File: src/logic/pmc_pkg.sv
// constants for the port pin mode configuration block
package pmc_pkg;

  // ----------------------------------------------------------------
  // special-function register addresses
  // ----------------------------------------------------------------
  localparam logic [7:0] ADDR_FIRST_LOW   = 8'hB1;
  localparam logic [7:0] ADDR_FIRST_HIGH  = 8'hB2;
  localparam logic [7:0] ADDR_SECOND_LOW  = 8'hB3;
  localparam logic [7:0] ADDR_SECOND_HIGH = 8'hB4;

  // ----------------------------------------------------------------
  // reset values and unmapped read value
  // ----------------------------------------------------------------
  localparam logic [7:0] MODE_REG_RESET   = 8'h00;
  localparam logic [7:0] READ_UNMAPPED    = 8'h00;

  // ----------------------------------------------------------------
  // field layout
  // ----------------------------------------------------------------
  localparam int PORT_WIDTH     = 8;
  localparam int FIELD_WIDTH    = 2;
  localparam int PINS_PER_REG   = 4;
  localparam int NUM_PINS       = 16;
  localparam int READ_STROBE_PIN  = 15;
  localparam int WRITE_STROBE_PIN = 14;

  // ----------------------------------------------------------------
  // pin mode encodings, high bit then low bit
  // ----------------------------------------------------------------
  localparam logic [1:0] MODE_PULLUP     = 2'h0;
  localparam logic [1:0] MODE_PUSH_PULL  = 2'h1;
  localparam logic [1:0] MODE_OPEN_DRAIN = 2'h2;
  localparam logic [1:0] MODE_INPUT      = 2'h3;

endpackage : pmc_pkg

File: src/logic/pmc_pin_if.sv
// per-pin control and pad signals between the mode logic and a pin driver
`timescale 1ns/10ps

interface pmc_pin_if;
  logic [1:0] mode;
  logic       latch;
  logic       ovr_en;
  logic       ovr_out;
  logic       ovr_oe;
  logic       pad_in;
  logic       pad_out;
  logic       pad_oe;
  logic       pull_en;
  logic       pin_level;

  modport ctrl
  (
    output mode,
    output latch,
    output ovr_en,
    output ovr_out,
    output ovr_oe,
    output pad_in,
    input  pad_out,
    input  pad_oe,
    input  pull_en,
    input  pin_level
  );

  modport drv
  (
    input  mode,
    input  latch,
    input  ovr_en,
    input  ovr_out,
    input  ovr_oe,
    input  pad_in,
    output pad_out,
    output pad_oe,
    output pull_en,
    output pin_level
  );
endinterface : pmc_pin_if

File: src/logic/pmc_pin_drv.sv
// one pin's output driver, pull-up control and input sampling
`timescale 1ns/10ps

module pmc_pin_drv
(
  input  wire logic clock,
  input  wire logic srst,
  pmc_pin_if.drv    bus
);

  // ----------------------------------------------------------------
  // state
  // ----------------------------------------------------------------
  logic pad_out_reg;
  logic pad_out_next;
  logic pad_oe_reg;
  logic pad_oe_next;
  logic pull_en_reg;
  logic pull_en_next;
  logic level_reg;
  logic level_next;

  // ----------------------------------------------------------------
  // mode decode
  // ----------------------------------------------------------------
  always_comb
  begin
    pad_out_next = 1'b0;
    pad_oe_next  = 1'b0;
    pull_en_next = 1'b0;
    level_next   = bus.pad_in;
    if (bus.ovr_en)
    begin
      // memory interface owns the pin, mode field ignored
      pad_out_next = bus.ovr_out;
      pad_oe_next  = bus.ovr_oe;
    end
    else
    begin
      case (bus.mode)
        pmc_pkg::MODE_PULLUP:
        begin
          // quasi-bidirectional: strong low, weak high
          pad_out_next = 1'b0;
          pad_oe_next  = ~bus.latch;
          pull_en_next = 1'b1;
        end
        pmc_pkg::MODE_PUSH_PULL:
        begin
          pad_out_next = bus.latch;
          pad_oe_next  = 1'b1;
        end
        pmc_pkg::MODE_OPEN_DRAIN:
        begin
          pad_out_next = 1'b0;
          pad_oe_next  = ~bus.latch;
        end
        pmc_pkg::MODE_INPUT:
        begin
          pad_oe_next  = 1'b0;
        end
        default:
        begin
          pad_oe_next  = 1'b0;
        end
      endcase
    end
  end

  always_ff @(posedge clock)
  begin
    if (srst)
    begin
      pad_out_reg <= 1'b0;
      pad_oe_reg  <= 1'b0;
      pull_en_reg <= 1'b0;
      level_reg   <= 1'b0;
    end
    else
    begin
      pad_out_reg <= pad_out_next;
      pad_oe_reg  <= pad_oe_next;
      pull_en_reg <= pull_en_next;
      level_reg   <= level_next;
    end
  end

  assign bus.pad_out   = pad_out_reg;
  assign bus.pad_oe    = pad_oe_reg;
  assign bus.pull_en   = pull_en_reg;
  assign bus.pin_level = level_reg;

endmodule : pmc_pin_drv

File: src/logic/pmc_port_mode.sv
// pin mode configuration registers and pad control for two 8-bit ports
`timescale 1ns/10ps

module pmc_port_mode
#(
  parameter int PORT_W = pmc_pkg::PORT_WIDTH
)
(
  input  wire logic              clock,
  input  wire logic              srst,
  // special-function register bus
  input  wire logic [7:0]        sfr_addr,
  input  wire logic              sfr_wr,
  input  wire logic [7:0]        sfr_wdata,
  input  wire logic              sfr_rd,
  output logic      [7:0]        sfr_rdata,
  output logic                   sfr_rd_hit,
  // external memory control
  input  wire logic              external_access_pin_n,
  input  wire logic              external_memory_select_bit,
  input  wire logic [PORT_W-1:0] mem_bus_out,
  input  wire logic              mem_bus_oe,
  input  wire logic              mem_read_strobe_n,
  input  wire logic              mem_write_strobe_n,
  output logic                   mem_route_active,
  // first port
  input  wire logic [PORT_W-1:0] first_latch,
  input  wire logic [PORT_W-1:0] first_pad_in,
  output logic      [PORT_W-1:0] first_pad_out,
  output logic      [PORT_W-1:0] first_pad_oe,
  output logic      [PORT_W-1:0] first_pull_en,
  output logic      [PORT_W-1:0] first_pin_level,
  // second port
  input  wire logic [PORT_W-1:0] second_latch,
  input  wire logic [PORT_W-1:0] second_pad_in,
  output logic      [PORT_W-1:0] second_pad_out,
  output logic      [PORT_W-1:0] second_pad_oe,
  output logic      [PORT_W-1:0] second_pull_en,
  output logic      [PORT_W-1:0] second_pin_level
);

  localparam int NPINS = 2 * PORT_W;

  // ----------------------------------------------------------------
  // register state
  // ----------------------------------------------------------------
  logic [7:0] first_port_mode_low_reg;
  logic [7:0] first_port_mode_low_next;
  logic [7:0] first_port_mode_high_reg;
  logic [7:0] first_port_mode_high_next;
  logic [7:0] second_port_mode_low_reg;
  logic [7:0] second_port_mode_low_next;
  logic [7:0] second_port_mode_high_reg;
  logic [7:0] second_port_mode_high_next;
  logic [7:0] rdata_reg;
  logic [7:0] rdata_next;
  logic       rd_hit_reg;
  logic       rd_hit_next;

  // ----------------------------------------------------------------
  // register writes and reads
  // ----------------------------------------------------------------
  always_comb
  begin
    first_port_mode_low_next   = first_port_mode_low_reg;
    first_port_mode_high_next  = first_port_mode_high_reg;
    second_port_mode_low_next  = second_port_mode_low_reg;
    second_port_mode_high_next = second_port_mode_high_reg;
    if (sfr_wr)
    begin
      case (sfr_addr)
        pmc_pkg::ADDR_FIRST_LOW:   first_port_mode_low_next   = sfr_wdata;
        pmc_pkg::ADDR_FIRST_HIGH:  first_port_mode_high_next  = sfr_wdata;
        pmc_pkg::ADDR_SECOND_LOW:  second_port_mode_low_next  = sfr_wdata;
        pmc_pkg::ADDR_SECOND_HIGH: second_port_mode_high_next = sfr_wdata;
        default:
        begin
          first_port_mode_low_next = first_port_mode_low_reg;
        end
      endcase
    end
    rdata_next  = pmc_pkg::READ_UNMAPPED;
    rd_hit_next = 1'b0;
    if (sfr_rd)
    begin
      rd_hit_next = 1'b1;
      case (sfr_addr)
        pmc_pkg::ADDR_FIRST_LOW:   rdata_next = first_port_mode_low_reg;
        pmc_pkg::ADDR_FIRST_HIGH:  rdata_next = first_port_mode_high_reg;
        pmc_pkg::ADDR_SECOND_LOW:  rdata_next = second_port_mode_low_reg;
        pmc_pkg::ADDR_SECOND_HIGH: rdata_next = second_port_mode_high_reg;
        default:
        begin
          // address belongs to another block
          rdata_next  = pmc_pkg::READ_UNMAPPED;
          rd_hit_next = 1'b0;
        end
      endcase
    end
  end

  always_ff @(posedge clock)
  begin
    if (srst)
    begin
      first_port_mode_low_reg   <= pmc_pkg::MODE_REG_RESET;
      first_port_mode_high_reg  <= pmc_pkg::MODE_REG_RESET;
      second_port_mode_low_reg  <= pmc_pkg::MODE_REG_RESET;
      second_port_mode_high_reg <= pmc_pkg::MODE_REG_RESET;
      rdata_reg                 <= pmc_pkg::READ_UNMAPPED;
      rd_hit_reg                <= 1'b0;
    end
    else
    begin
      first_port_mode_low_reg   <= first_port_mode_low_next;
      first_port_mode_high_reg  <= first_port_mode_high_next;
      second_port_mode_low_reg  <= second_port_mode_low_next;
      second_port_mode_high_reg <= second_port_mode_high_next;
      rdata_reg                 <= rdata_next;
      rd_hit_reg                <= rd_hit_next;
    end
  end

  assign sfr_rdata  = rdata_reg;
  assign sfr_rd_hit = rd_hit_reg;

  // ----------------------------------------------------------------
  // external memory routing
  // ----------------------------------------------------------------
  logic             mem_sel;
  logic [NPINS-1:0] ovr_en;
  logic [NPINS-1:0] ovr_out;
  logic [NPINS-1:0] ovr_oe;

  // external access pin low or the select bit set puts memory on the pins
  assign mem_sel          = ~external_access_pin_n | external_memory_select_bit;
  assign mem_route_active = mem_sel;

  always_comb
  begin
    ovr_en  = '0;
    ovr_out = '0;
    ovr_oe  = '0;
    ovr_en[PORT_W-1:0]  = {PORT_W{mem_sel}};
    ovr_out[PORT_W-1:0] = mem_bus_out;
    ovr_oe[PORT_W-1:0]  = {PORT_W{mem_bus_oe}};
    // strobes driven regardless of latch and mode field
    ovr_en[pmc_pkg::READ_STROBE_PIN]   = mem_sel;
    ovr_out[pmc_pkg::READ_STROBE_PIN]  = mem_read_strobe_n;
    ovr_oe[pmc_pkg::READ_STROBE_PIN]   = 1'b1;
    ovr_en[pmc_pkg::WRITE_STROBE_PIN]  = mem_sel;
    ovr_out[pmc_pkg::WRITE_STROBE_PIN] = mem_write_strobe_n;
    ovr_oe[pmc_pkg::WRITE_STROBE_PIN]  = 1'b1;
  end

  // ----------------------------------------------------------------
  // per-pin drivers
  // ----------------------------------------------------------------
  logic [4*8-1:0]   mode_vec;
  logic [NPINS-1:0] latch_vec;
  logic [NPINS-1:0] pad_in_vec;
  logic [NPINS-1:0] pad_out_vec;
  logic [NPINS-1:0] pad_oe_vec;
  logic [NPINS-1:0] pull_vec;
  logic [NPINS-1:0] level_vec;

  assign mode_vec   = {second_port_mode_high_reg, second_port_mode_low_reg,
                       first_port_mode_high_reg, first_port_mode_low_reg};
  assign latch_vec  = {second_latch, first_latch};
  assign pad_in_vec = {second_pad_in, first_pad_in};

  genvar gi;
  generate
    for (gi = 0; gi < NPINS; gi++)
    begin : g_pin
      pmc_pin_if pin_bus ();

      // pin n of a group of four takes bits 2n+1:2n of its register
      assign pin_bus.mode    = mode_vec[gi*pmc_pkg::FIELD_WIDTH +: pmc_pkg::FIELD_WIDTH];
      assign pin_bus.latch   = latch_vec[gi];
      assign pin_bus.ovr_en  = ovr_en[gi];
      assign pin_bus.ovr_out = ovr_out[gi];
      assign pin_bus.ovr_oe  = ovr_oe[gi];
      assign pin_bus.pad_in  = pad_in_vec[gi];

      pmc_pin_drv u_drv
      (
        .clock (clock),
        .srst  (srst),
        .bus   (pin_bus.drv)
      );

      assign pad_out_vec[gi] = pin_bus.pad_out;
      assign pad_oe_vec[gi]  = pin_bus.pad_oe;
      assign pull_vec[gi]    = pin_bus.pull_en;
      assign level_vec[gi]   = pin_bus.pin_level;
    end
  endgenerate

  // ----------------------------------------------------------------
  // pad outputs
  // ----------------------------------------------------------------
  assign first_pad_out    = pad_out_vec[PORT_W-1:0];
  assign first_pad_oe     = pad_oe_vec[PORT_W-1:0];
  assign first_pull_en    = pull_vec[PORT_W-1:0];
  assign first_pin_level  = level_vec[PORT_W-1:0];
  assign second_pad_out   = pad_out_vec[NPINS-1:PORT_W];
  assign second_pad_oe    = pad_oe_vec[NPINS-1:PORT_W];
  assign second_pull_en   = pull_vec[NPINS-1:PORT_W];
  assign second_pin_level = level_vec[NPINS-1:PORT_W];

endmodule : pmc_port_mode

File: config.mk
export PLATFORM = sky130hd
export DESIGN_NAME = pmc_port_mode
export DESIGN_NICKNAME = d
export VERILOG_FILES = /design/src/logic/pmc_pkg.sv /design/src/logic/pmc_pin_if.sv /design/src/logic/pmc_pin_drv.sv /design/src/logic/pmc_port_mode.sv
export SDC_FILE = /design/constraint.sdc
export NUM_CORES = 1
export LEC_CHECK = 0
export BUFFER_PORTS_ARGS = -buffer_cell sky130_fd_sc_hd__buf_4
export CAP_MARGIN = 20
export CORE_MARGIN = 8
export CORE_UTILIZATION = 36
export CTS_CLUSTER_DIAMETER = 60
export CTS_CLUSTER_SIZE = 8
export DETAILED_ROUTE_END_ITERATION = 8
export MAX_ROUTING_LAYER = met4
export RECOVER_POWER = 25
export SLEW_MARGIN = 20
export SYNTH_ARGS = -nofsm -noshare
export SYNTH_HDL_FRONTEND = slang
export SYNTH_HIERARCHICAL = 1
export SYNTH_SLANG_ARGS = --single-unit
File: constraint.sdc
create_clock -name clock -period 2 [get_ports clock]
set_input_delay 0.1 -clock clock [delete_from_list [all_inputs] [get_ports clock]]
set_output_delay 0.1 -clock clock [all_outputs]
set_load 0.01 [all_outputs]
# Word level (Yosys, flattened, before mapping)
# Index checks and enable logic that the tools add are counted.
[totals]
register_bits = 105
latch_bits = 0
mem_bits_rw = 0
mem_bits_ro = 0
input_bits = 65
output_inout_bits = 74
elab_cells = 256
n_memories = 0
[op_classes]
addsub = 0
multipliers = 0
div_mod_pow = 0
n_lt_le_gt_ge = 0
eq_ne = 52
shift = 0
n_mux = 64
bitwise_logic = 25
n_reduce_logical = 45
[ops]
columns = ["operator", "count"]
rows = [
  ["equality test 2 bit (second input constant)", 32],
  ["one-hot mux 1 bit (3 select lines)", 16],
  ["OR reduction 2 bit", 24],
  ["two-way mux 1 bit", 47],
  ["equality test 2 x 1 -> 1 bit (second input constant)", 16],
  ["equality test 8 bit (second input constant)", 4],
  ["logical NOT 2 bit", 16],
  ["one-hot mux 8 bit (4 select lines)", 1],
  ["NOT 1 bit", 24],
  ["AND reduction 2 bit", 4],
  ["OR reduction 4 bit", 1],
  ["bitwise OR 1 bit", 1],
]

# Depth between registers and ports, before layout
# Gate-level depths: netlist (run 1).
[logic_depth]
ltp_word = 4
mapped_depth = 6
mapped_depth_nobuf = 4

# Cells and area by module
# Netlist (run 1), hierarchy kept.
[by_module_without_submodules]
columns = ["mod", "n_inst", "cells_per_inst", "area_per_inst_um2", "seq_area_each_um2"]
rows = [
  ["pmc_pin_drv", 16, 12, 147.6, 80.1],
  ["pmc_port_mode", 1, 232, 2204.6, 820.8],
]

# Worst setup path after synthesis (run 1)
# No wires, ideal clock.
[synth_timing]
kind = "input to register"
start = "in external_memory_select_bit"
end = "reg g_pin[0].u_drv.pad_out_reg"
setup_ns = 0.124
arrival_time_ns = 1.478
t_required_ns = 1.876
path_slack_ns = 0.398
cell_stages = 3
path_buffers = 0
cell_sequence = "nand2b_1 > nand4bb_1 > a21oi_1"
[synth_via]
elab_chain_len = 2
[synth_lines]
columns = ["item", "line_no", "source"]
rows = [
  ["start, declared", "pmc_port_mode.sv:20", "input wire logic external_memory_select_bit,"],
  ["bitwise OR 1 bit", "pmc_port_mode.sv:136", "assign mem_sel = ~external_access_pin_n | external_memory_select_bit;"],
  ["two-way mux 1 bit", "pmc_pin_drv.sv:32", "if (bus.ovr_en)"],
  ["end signal, assigned", "pmc_pin_drv.sv:81", "pad_out_reg <= pad_out_next;"],
  ["end, declared", "pmc_pin_drv.sv:14", "logic pad_out_reg;"],
]
# Every way passes these cells.
# A chain may end at the register's enable or synchronous reset.

# Worst setup path in the final report (run 1)
[layout_timing]
start = "in external_memory_select_bit"
end = "out mem_route_active"
[layout_via]
elab_chain_len = 1
[layout_lines]
columns = ["item", "line_no", "source"]
rows = [
  ["bitwise OR 1 bit", "pmc_port_mode.sv:136", ""],
  ["end, declared", "pmc_port_mode.sv:25", "output logic mem_route_active,"],
]
# Every way passes these cells.

==> out/results.ini, run 1 <==
[cts]
cts_setup_buffers = 0
cts_made_buffers = 9
clock-root-buffer = clkbuf_16
holdBufCountCts = 16
cts_tree = yes
cts_resized = 0
cts.sinks = 105
clockBufferDepth = 2
cts-htree-levels = 3
clock_latency_ps = 340
clkTransAtPathRegs_ps = 70

[layout]
fin_nets = 637
n_fill_cell = 1207
layout_common_cells = buf_4 (132), dfxtp_1 (105), conb_1 (44)
layout_commonest_cell = buf_4
drive_above_1_share = 0.367
syn_to_final_growth_pct = 32.0
multi_input_area_sq_mm = 0.00210
antenna_cells = 0
final-seq-area_sq_mm = 0.00210

[pwr]
power.share.sequential = 0.484
power_frac_comb = 0.111
finalPower_mw = 4.51
switching_share = 0.219
leakage_nw = 2.58
p_switching_mw = 0.988
vdd_drop_max_v = 0.000491
power_density_mw_per_mm2 = 748
p_int_mw = 3.52
pwr-share-clk = 0.405

[sta]
max-slew-margin-rel = 0.303
setup_viol = 0
tns_ps = 0
min_period_over_period = 0.714
skew_ps = 7.57
drv_slew = 0
worstMarginPinSlew_ps = 1050
max_clock_freq_ghz = 0.700
hold_viol = 0
fin_crit_ps = 1430
rsz0062_at_grt = false

[die]
die-area_sq_mm = 0.0165
die_y_um = 129
coreArea_sq_mm = 0.0125
fp.dieW_um = 129
io_pins = 139
rows = 41
initial_core_util = 0.365

[worst_setup_path]
cp-start-kind = input pin
rr_worst_depth = 3
reg2reg_slack_ps = 850
path_class = in2out
end_kind = primary output
critPathArrivalTime_ps = 1330
r2r_end = sfr_rdata[6]
cp_max_fo = 51
worstReg2RegStart = first_port_mode_low_reg[6]
required_ps = 1900

[routing]
drtPass1Iterations = 4
drt-met1-wl_um = 5070
drc = 0
dr_wl_met2_um = 5480
drt-initial-drc-count = 159
antenna_left = 0
highest_layer = met4
via_count = 3395
wl_um = 11400
met3_length_um = 739
via_per_inst = 4.54
avgRoutedWirePerCell_um = 15.3

[placement]
gp_congestion = 0.769
hpwl_um = 8320
portBuffers = 138

[min_path]
holdPathStages = 3
hp-class = in2reg
hold_start = mem_bus_out[6]
whs_endpoint = g_pin[6].u_drv/bus.pad_out

[logic_synthesis]
synth.avg_cell_area_sq_um = 10.8
synthSimpleGateAreaFrac = 0.196
ys_ff_latch = 105
synth_top_family_by_area = simple AND/OR/NAND/NOR gates
synth-compound-area-share = 0.0860
ys_seq_area_frac = 0.460
yosysUniqueCellTypes = 31
ys_top_cells_by_area = dfxtp_1 (46%), buf_4 (11%), mux2i_1 (7.0%)
syn_area_sq_mm = 0.00457
synth_xor_area_frac = 0
synth-adder-area-share = 0
yosysWarningCount = 6
synth_cells = 424
synth_top_area_frac = 0.460
synth_top_area_cell = dfxtp_1
synth_mux_area_frac = 0.142

[global_route]
grtUsageTotal = 0.141
grt_max_degree = 58
antenna_found_initial = 0
overflow = 0
grt_pass1_wl_um = 17900
grt_pass1_vias = 3467

[run]
max_cap_viol_count = 0

[outcome]
status = finished, final reports clean

## power groups by stage
stage | Sequential (mW) | Clock, mW | Combinational [mW]
6_report | 2.18 | 1.82 | 0.503
5_1_grt | 2.19 | 1.97 | 0.550
4_1_cts | 2.18 | 1.89 | 0.515
3_5_place_dp | 2.23 | 0 | 0.488
3_3_place_gp | 2.23 | 0 | 0.481
2_1_floorplan | 2.22 | 0 | 0.293
## synthesized netlist by cell type, drive strengths merged
master,n
inv,3
or3b,1
nand4b,2
dfxtp,105
nor2b,16
a222oi,1
nor3,2
mux2,24
o21bai,1
conb,2
or2,1
clkbuf,4
or4,1
buf,67
mux2i,32
nand3b,19
nor4,20
a211oi,1
a22oi,7
a21oi,23
nor4b,1
nand4bb,16
o31ai,16
nand2b,3
nor2,33
nand2,23
## metrics by stage
step | util | instance area, sq um | hold WS, ps | setup WS (ps) | instances
6_report | 0.482 | 6030 | 22.5 | 572 | 747
5_1_grt | 0.482 | 6030 | 20.0 | 470 | 747
4_1_cts | 0.483 | 6040 | 4.51 | 712 | 747
3_5_place_dp | 0.446 | 5580 | 316 | 356 | 717
3_3_place_gp | 0.446 | 5580 | 315 | 409 | 717
2_1_floorplan | - | 4720 | 169 | 398 | 466
## how the worst max path moves through the flow
stage                                     from                    endpoint  slack [ps]
floorplan           external_memory_select_bit  g_pin[0].u_drv/bus.pad_out         400
global placement                   sfr_addr[3]  first_port_mode_low_reg[2]         410
detailed placement                 sfr_addr[1]                sfr_rdata[4]         360
CTS                                sfr_addr[1]                sfr_rdata[4]         710
global route        external_memory_select_bit            mem_route_active         470
finish              external_memory_select_bit            mem_route_active         570
## cell families after synthesis
logic type,count (synthesis)
AO/OA/AOI/OAI,49
buffers and inverters,74
AND/OR/NAND/NOR,138
other,2
multiplexers,56
flip-flops,105
## critical path, cell delays in order
cell and delay, ps:
buf_4 100, nand2b_2 150, clkbuf_2 580, buf_4 380
## layout make-up
type                    count  share of cell area
repair buffers            166               0.215
multi-input cells         287               0.349
clock inverters             4              0.0116
clock buffers              10              0.0380
inverters                   3             0.00187
flip-flops and latches    105               0.349
well taps                 172              0.0357
## routing by layer
| layer | track usage | vias to the layer above |
|---|---|---|
| li1 | - | 1700 |
| met1 | 0.169 | 1588 |
| met2 | 0.225 | 98 |
| met3 | 0.0422 | 9 |
| met4 | 0.0435 | 0 |
| met5 | - | - |
Power figures use the tool's default switching activity.
==> run 2, diff against run 1 <==
--- a/config.mk
+++ b/config.mk
@@ -5,6 +5,7 @@
 export SDC_FILE = /design/constraint.sdc
 export NUM_CORES = 1
 export LEC_CHECK = 0
+export ABC_AREA = 1
 export BUFFER_PORTS_ARGS = -buffer_cell sky130_fd_sc_hd__buf_4
 export CAP_MARGIN = 20
 export CORE_MARGIN = 8
==> constraint.sdc (replaced) <==
create_clock -name clock -period 1.2 [get_ports clock]
set_input_delay 0.06 -clock clock [delete_from_list [all_inputs] [get_ports clock]]
set_output_delay 0.06 -clock clock [all_outputs]
set_load 0.01 [all_outputs]
==> run 2 against run 1 <==
  * Non-clock buffer count is 5 higher
  * Flip-flop and latch count stayed put
  * Count of clock-buffer cells in the layout is 2 higher
  * Worst setup slack worse by 310 ps
  * Wire length is 9.2% higher
  * First-iteration DRC count is 25% higher
  * Largest cell class is now flip-flops and latches
  * Utilization is 0.81 points lower
  * Area after synthesis is 11% higher
  * Sequential share of layout area is 2.8 points lower
==> out/results.ini, run 2 <==
[min_path]
holdPathStages = 5
hp-class = in2reg
whs_endpoint = g_pin[6].u_drv/bus.pad_out
hold_start = mem_bus_out[6]

[logic_synthesis]
synthSimpleGateAreaFrac = 0.321
synth-adder-area-share = 0
ys_seq_area_frac = 0.415
synth_top_area_frac = 0.415
synth_top_area_cell = dfxtp_1
syn_area_sq_mm = 0.00506
synth_edf_count = 0
synth_top_family_by_area = simple AND/OR/NAND/NOR gates
synth.avg_cell_area_sq_um = 6.85
synth_flop_cell = dfxtp_1
yosysWarningCount = 6
synth_commonest_cells = nand2_1 (208), dfxtp_1 (105), nand3_1 (73), inv_2 (68), buf_4 (65)
synth_most_common_cell = nand2_1
synth_cells = 739
synth_mux_area_frac = 0
synth_xor_area_frac = 0
synth-compound-area-share = 0.0485
ys_ff_latch = 105
async_reset_ff_frac = 0
yosysUniqueCellTypes = 22
ys_top_cells_by_area = dfxtp_1 (42%), nand2_1 (15%), buf_4 (9.6%)

[layout]
drive_above_1_share = 0.280
layoutNonFillerInstCount = 1062
layout_commonest_cell = nand2_1
layout_common_cells = nand2_1 (209), buf_4 (128), dfxtp_1 (105)
antenna_cells = 0
syn_to_final_growth_pct = 29.4
fin_nets = 942

[cts]
clock-root-buffer = clkbuf_16
cts.sinks = 105
cts_resized = 0
cts_tree = yes
cts_setup_buffers = 0
cts_made_buffers = 9
clock_latency_ps = 350
holdBufCountCts = 24
cts-htree-levels = 3
clkTransAtPathRegs_ps = 70
clockBufferDepth = 2

[sta]
drv_slew = 0
setup_viol = 0
max_clock_freq_ghz = 1.07
min_period_over_period = 0.781
skew_ps = 9.20
tns_ps = 0
hold_viol = 0
finalWorstSetupSlack_ps = 263
rsz0062_at_grt = false
fin_crit_ps = 937

[routing]
drt-initial-drc-count = 199
via_per_inst = 4.19
drc = 0
wl_um = 12500
drtPass1Iterations = 4
via_count = 4446
antenna_left = 0
avgRoutedWirePerCell_um = 11.7

[pwr]
leakage_nw = 3.34
pwr-share-clk = 0.414
vdd_drop_max_v = 0.000665
p_int_mw = 6.10
power_density_mw_per_mm2 = 1210
power.share.sequential = 0.460
switching_share = 0.231
p_switching_mw = 1.83
power_frac_comb = 0.126

[global_route]
grt_max_degree = 36
antenna_found_initial = 0
grtUsageTotal = 0.145
grt_pass1_vias = 4154
grt_pass1_wl_um = 20700
overflow = 0

[run]
max_cap_viol_count = 0

[worst_setup_path]
critPathArrivalTime_ps = 1170
worstReg2RegStart = second_port_mode_high_reg[2]
path_class = in2reg
cp-start-kind = input pin
cp_max_fo = 8
r2r_end = sfr_rdata[2]
end_kind = flop
required_ps = 1430
reg2reg_slack_ps = 280
rr_worst_depth = 4

[die]
coreArea_sq_mm = 0.0138
rows = 43
initial_core_util = 0.366
io_pins = 139
die-area_sq_mm = 0.0181
fp.dieW_um = 135
die_y_um = 135

[placement]
hpwl_um = 9470
dp_slack_ps = 64.2
gp_congestion = 0.823
portBuffers = 138
placed_cells = 1022

[outcome]
status = finished, final reports clean

-- run 2: cell types whose count changed in the layout (fill, tap and decap cells not counted), sizes merged, moves of 25 or more --
cell,delta
inv,+121
nand2,+193
nor2,+27
nand3,+75
mux2i,-32
a21oi,+25
-- run 2: stage by stage --
step	hold WS, ps	util	power [mW]	cell area [sq um]
6_report	35.9	0.474	7.94	6550
5_1_grt	43.4	0.474	8.34	6550
4_1_cts	23.4	0.475	8.08	6560
3_5_place_dp	267	0.433	4.68	5980
3_3_place_gp	260	0.433	4.68	5980
2_1_floorplan	131	-	4.35	5170
-- run 2: area by class of cell --
class / count / area, sq um
Clock buffer: 12 / 267
Clock inverter: 4 / 73.8
Fill cell: 1399 / 7280
Inverter: 142 / 536
Multi-Input combinational cell: 448 / 1980
Sequential cell: 105 / 2100
Tap cell: 180 / 225
Timing Repair Buffer: 171 / 1370
-- run 2: power groups by stage --
stage / sequential [mW] / clock [mW] / combinational [mW]
6_report: 3.65 / 3.28 / 1.00
5_1_grt: 3.66 / 3.55 / 1.13
4_1_cts: 3.65 / 3.41 / 1.02
3_5_place_dp: 3.73 / 0 / 0.954
3_3_place_gp: 3.73 / 0 / 0.953
2_1_floorplan: 3.72 / 0 / 0.627
-- run 2: how the worst max path moves through the flow --
stage / startpoint / to / slack [ps] / cells after the start
2_1_floorplan: external_memory_select_bit / g_pin[0].u_drv/bus.pad_oe / 30 / 7
3_3_place_gp: sfr_addr[2] / first_port_mode_high_reg[0] / 60 / 8
3_5_place_dp: sfr_addr[2] / first_port_mode_high_reg[5] / 60 / 8
4_1_cts: sfr_rd_hit / sfr_rd_hit / 290 / 1
5_1_grt: sfr_addr[5] / second_port_mode_high_reg[6] / 120 / 8
6_report: sfr_addr[5] / second_port_mode_high_reg[7] / 260 / 8
-- run 2: per-layer routing --
metal,track usage,wire length [um],up-vias,part of all wire
li1,-,-,2409,-
met1,0.171,5430,1907,0.44
met2,0.237,6070,115,0.49
met3,0.0301,732,15,0.059
met4,0.0549,221,0,0.018
met5,-,0,-,0
-- run 2: kinds of logic after synthesis --
| group | count (synthesis) |
|---|---|
| flip-flops | 105 |
| other | 2 |
| AND/OR/NAND/NOR | 367 |
| AO/OA/AOI/OAI | 49 |
| buffers and inverters | 216 |
-- run 2: critical path, stage by stage --
cell	delay, ps
buf_4	80
nand2_1	140
inv_2	110
nand2_4	70
nor2_1	260
nand2_1	260
nand2_1	120
a21oi_1	60
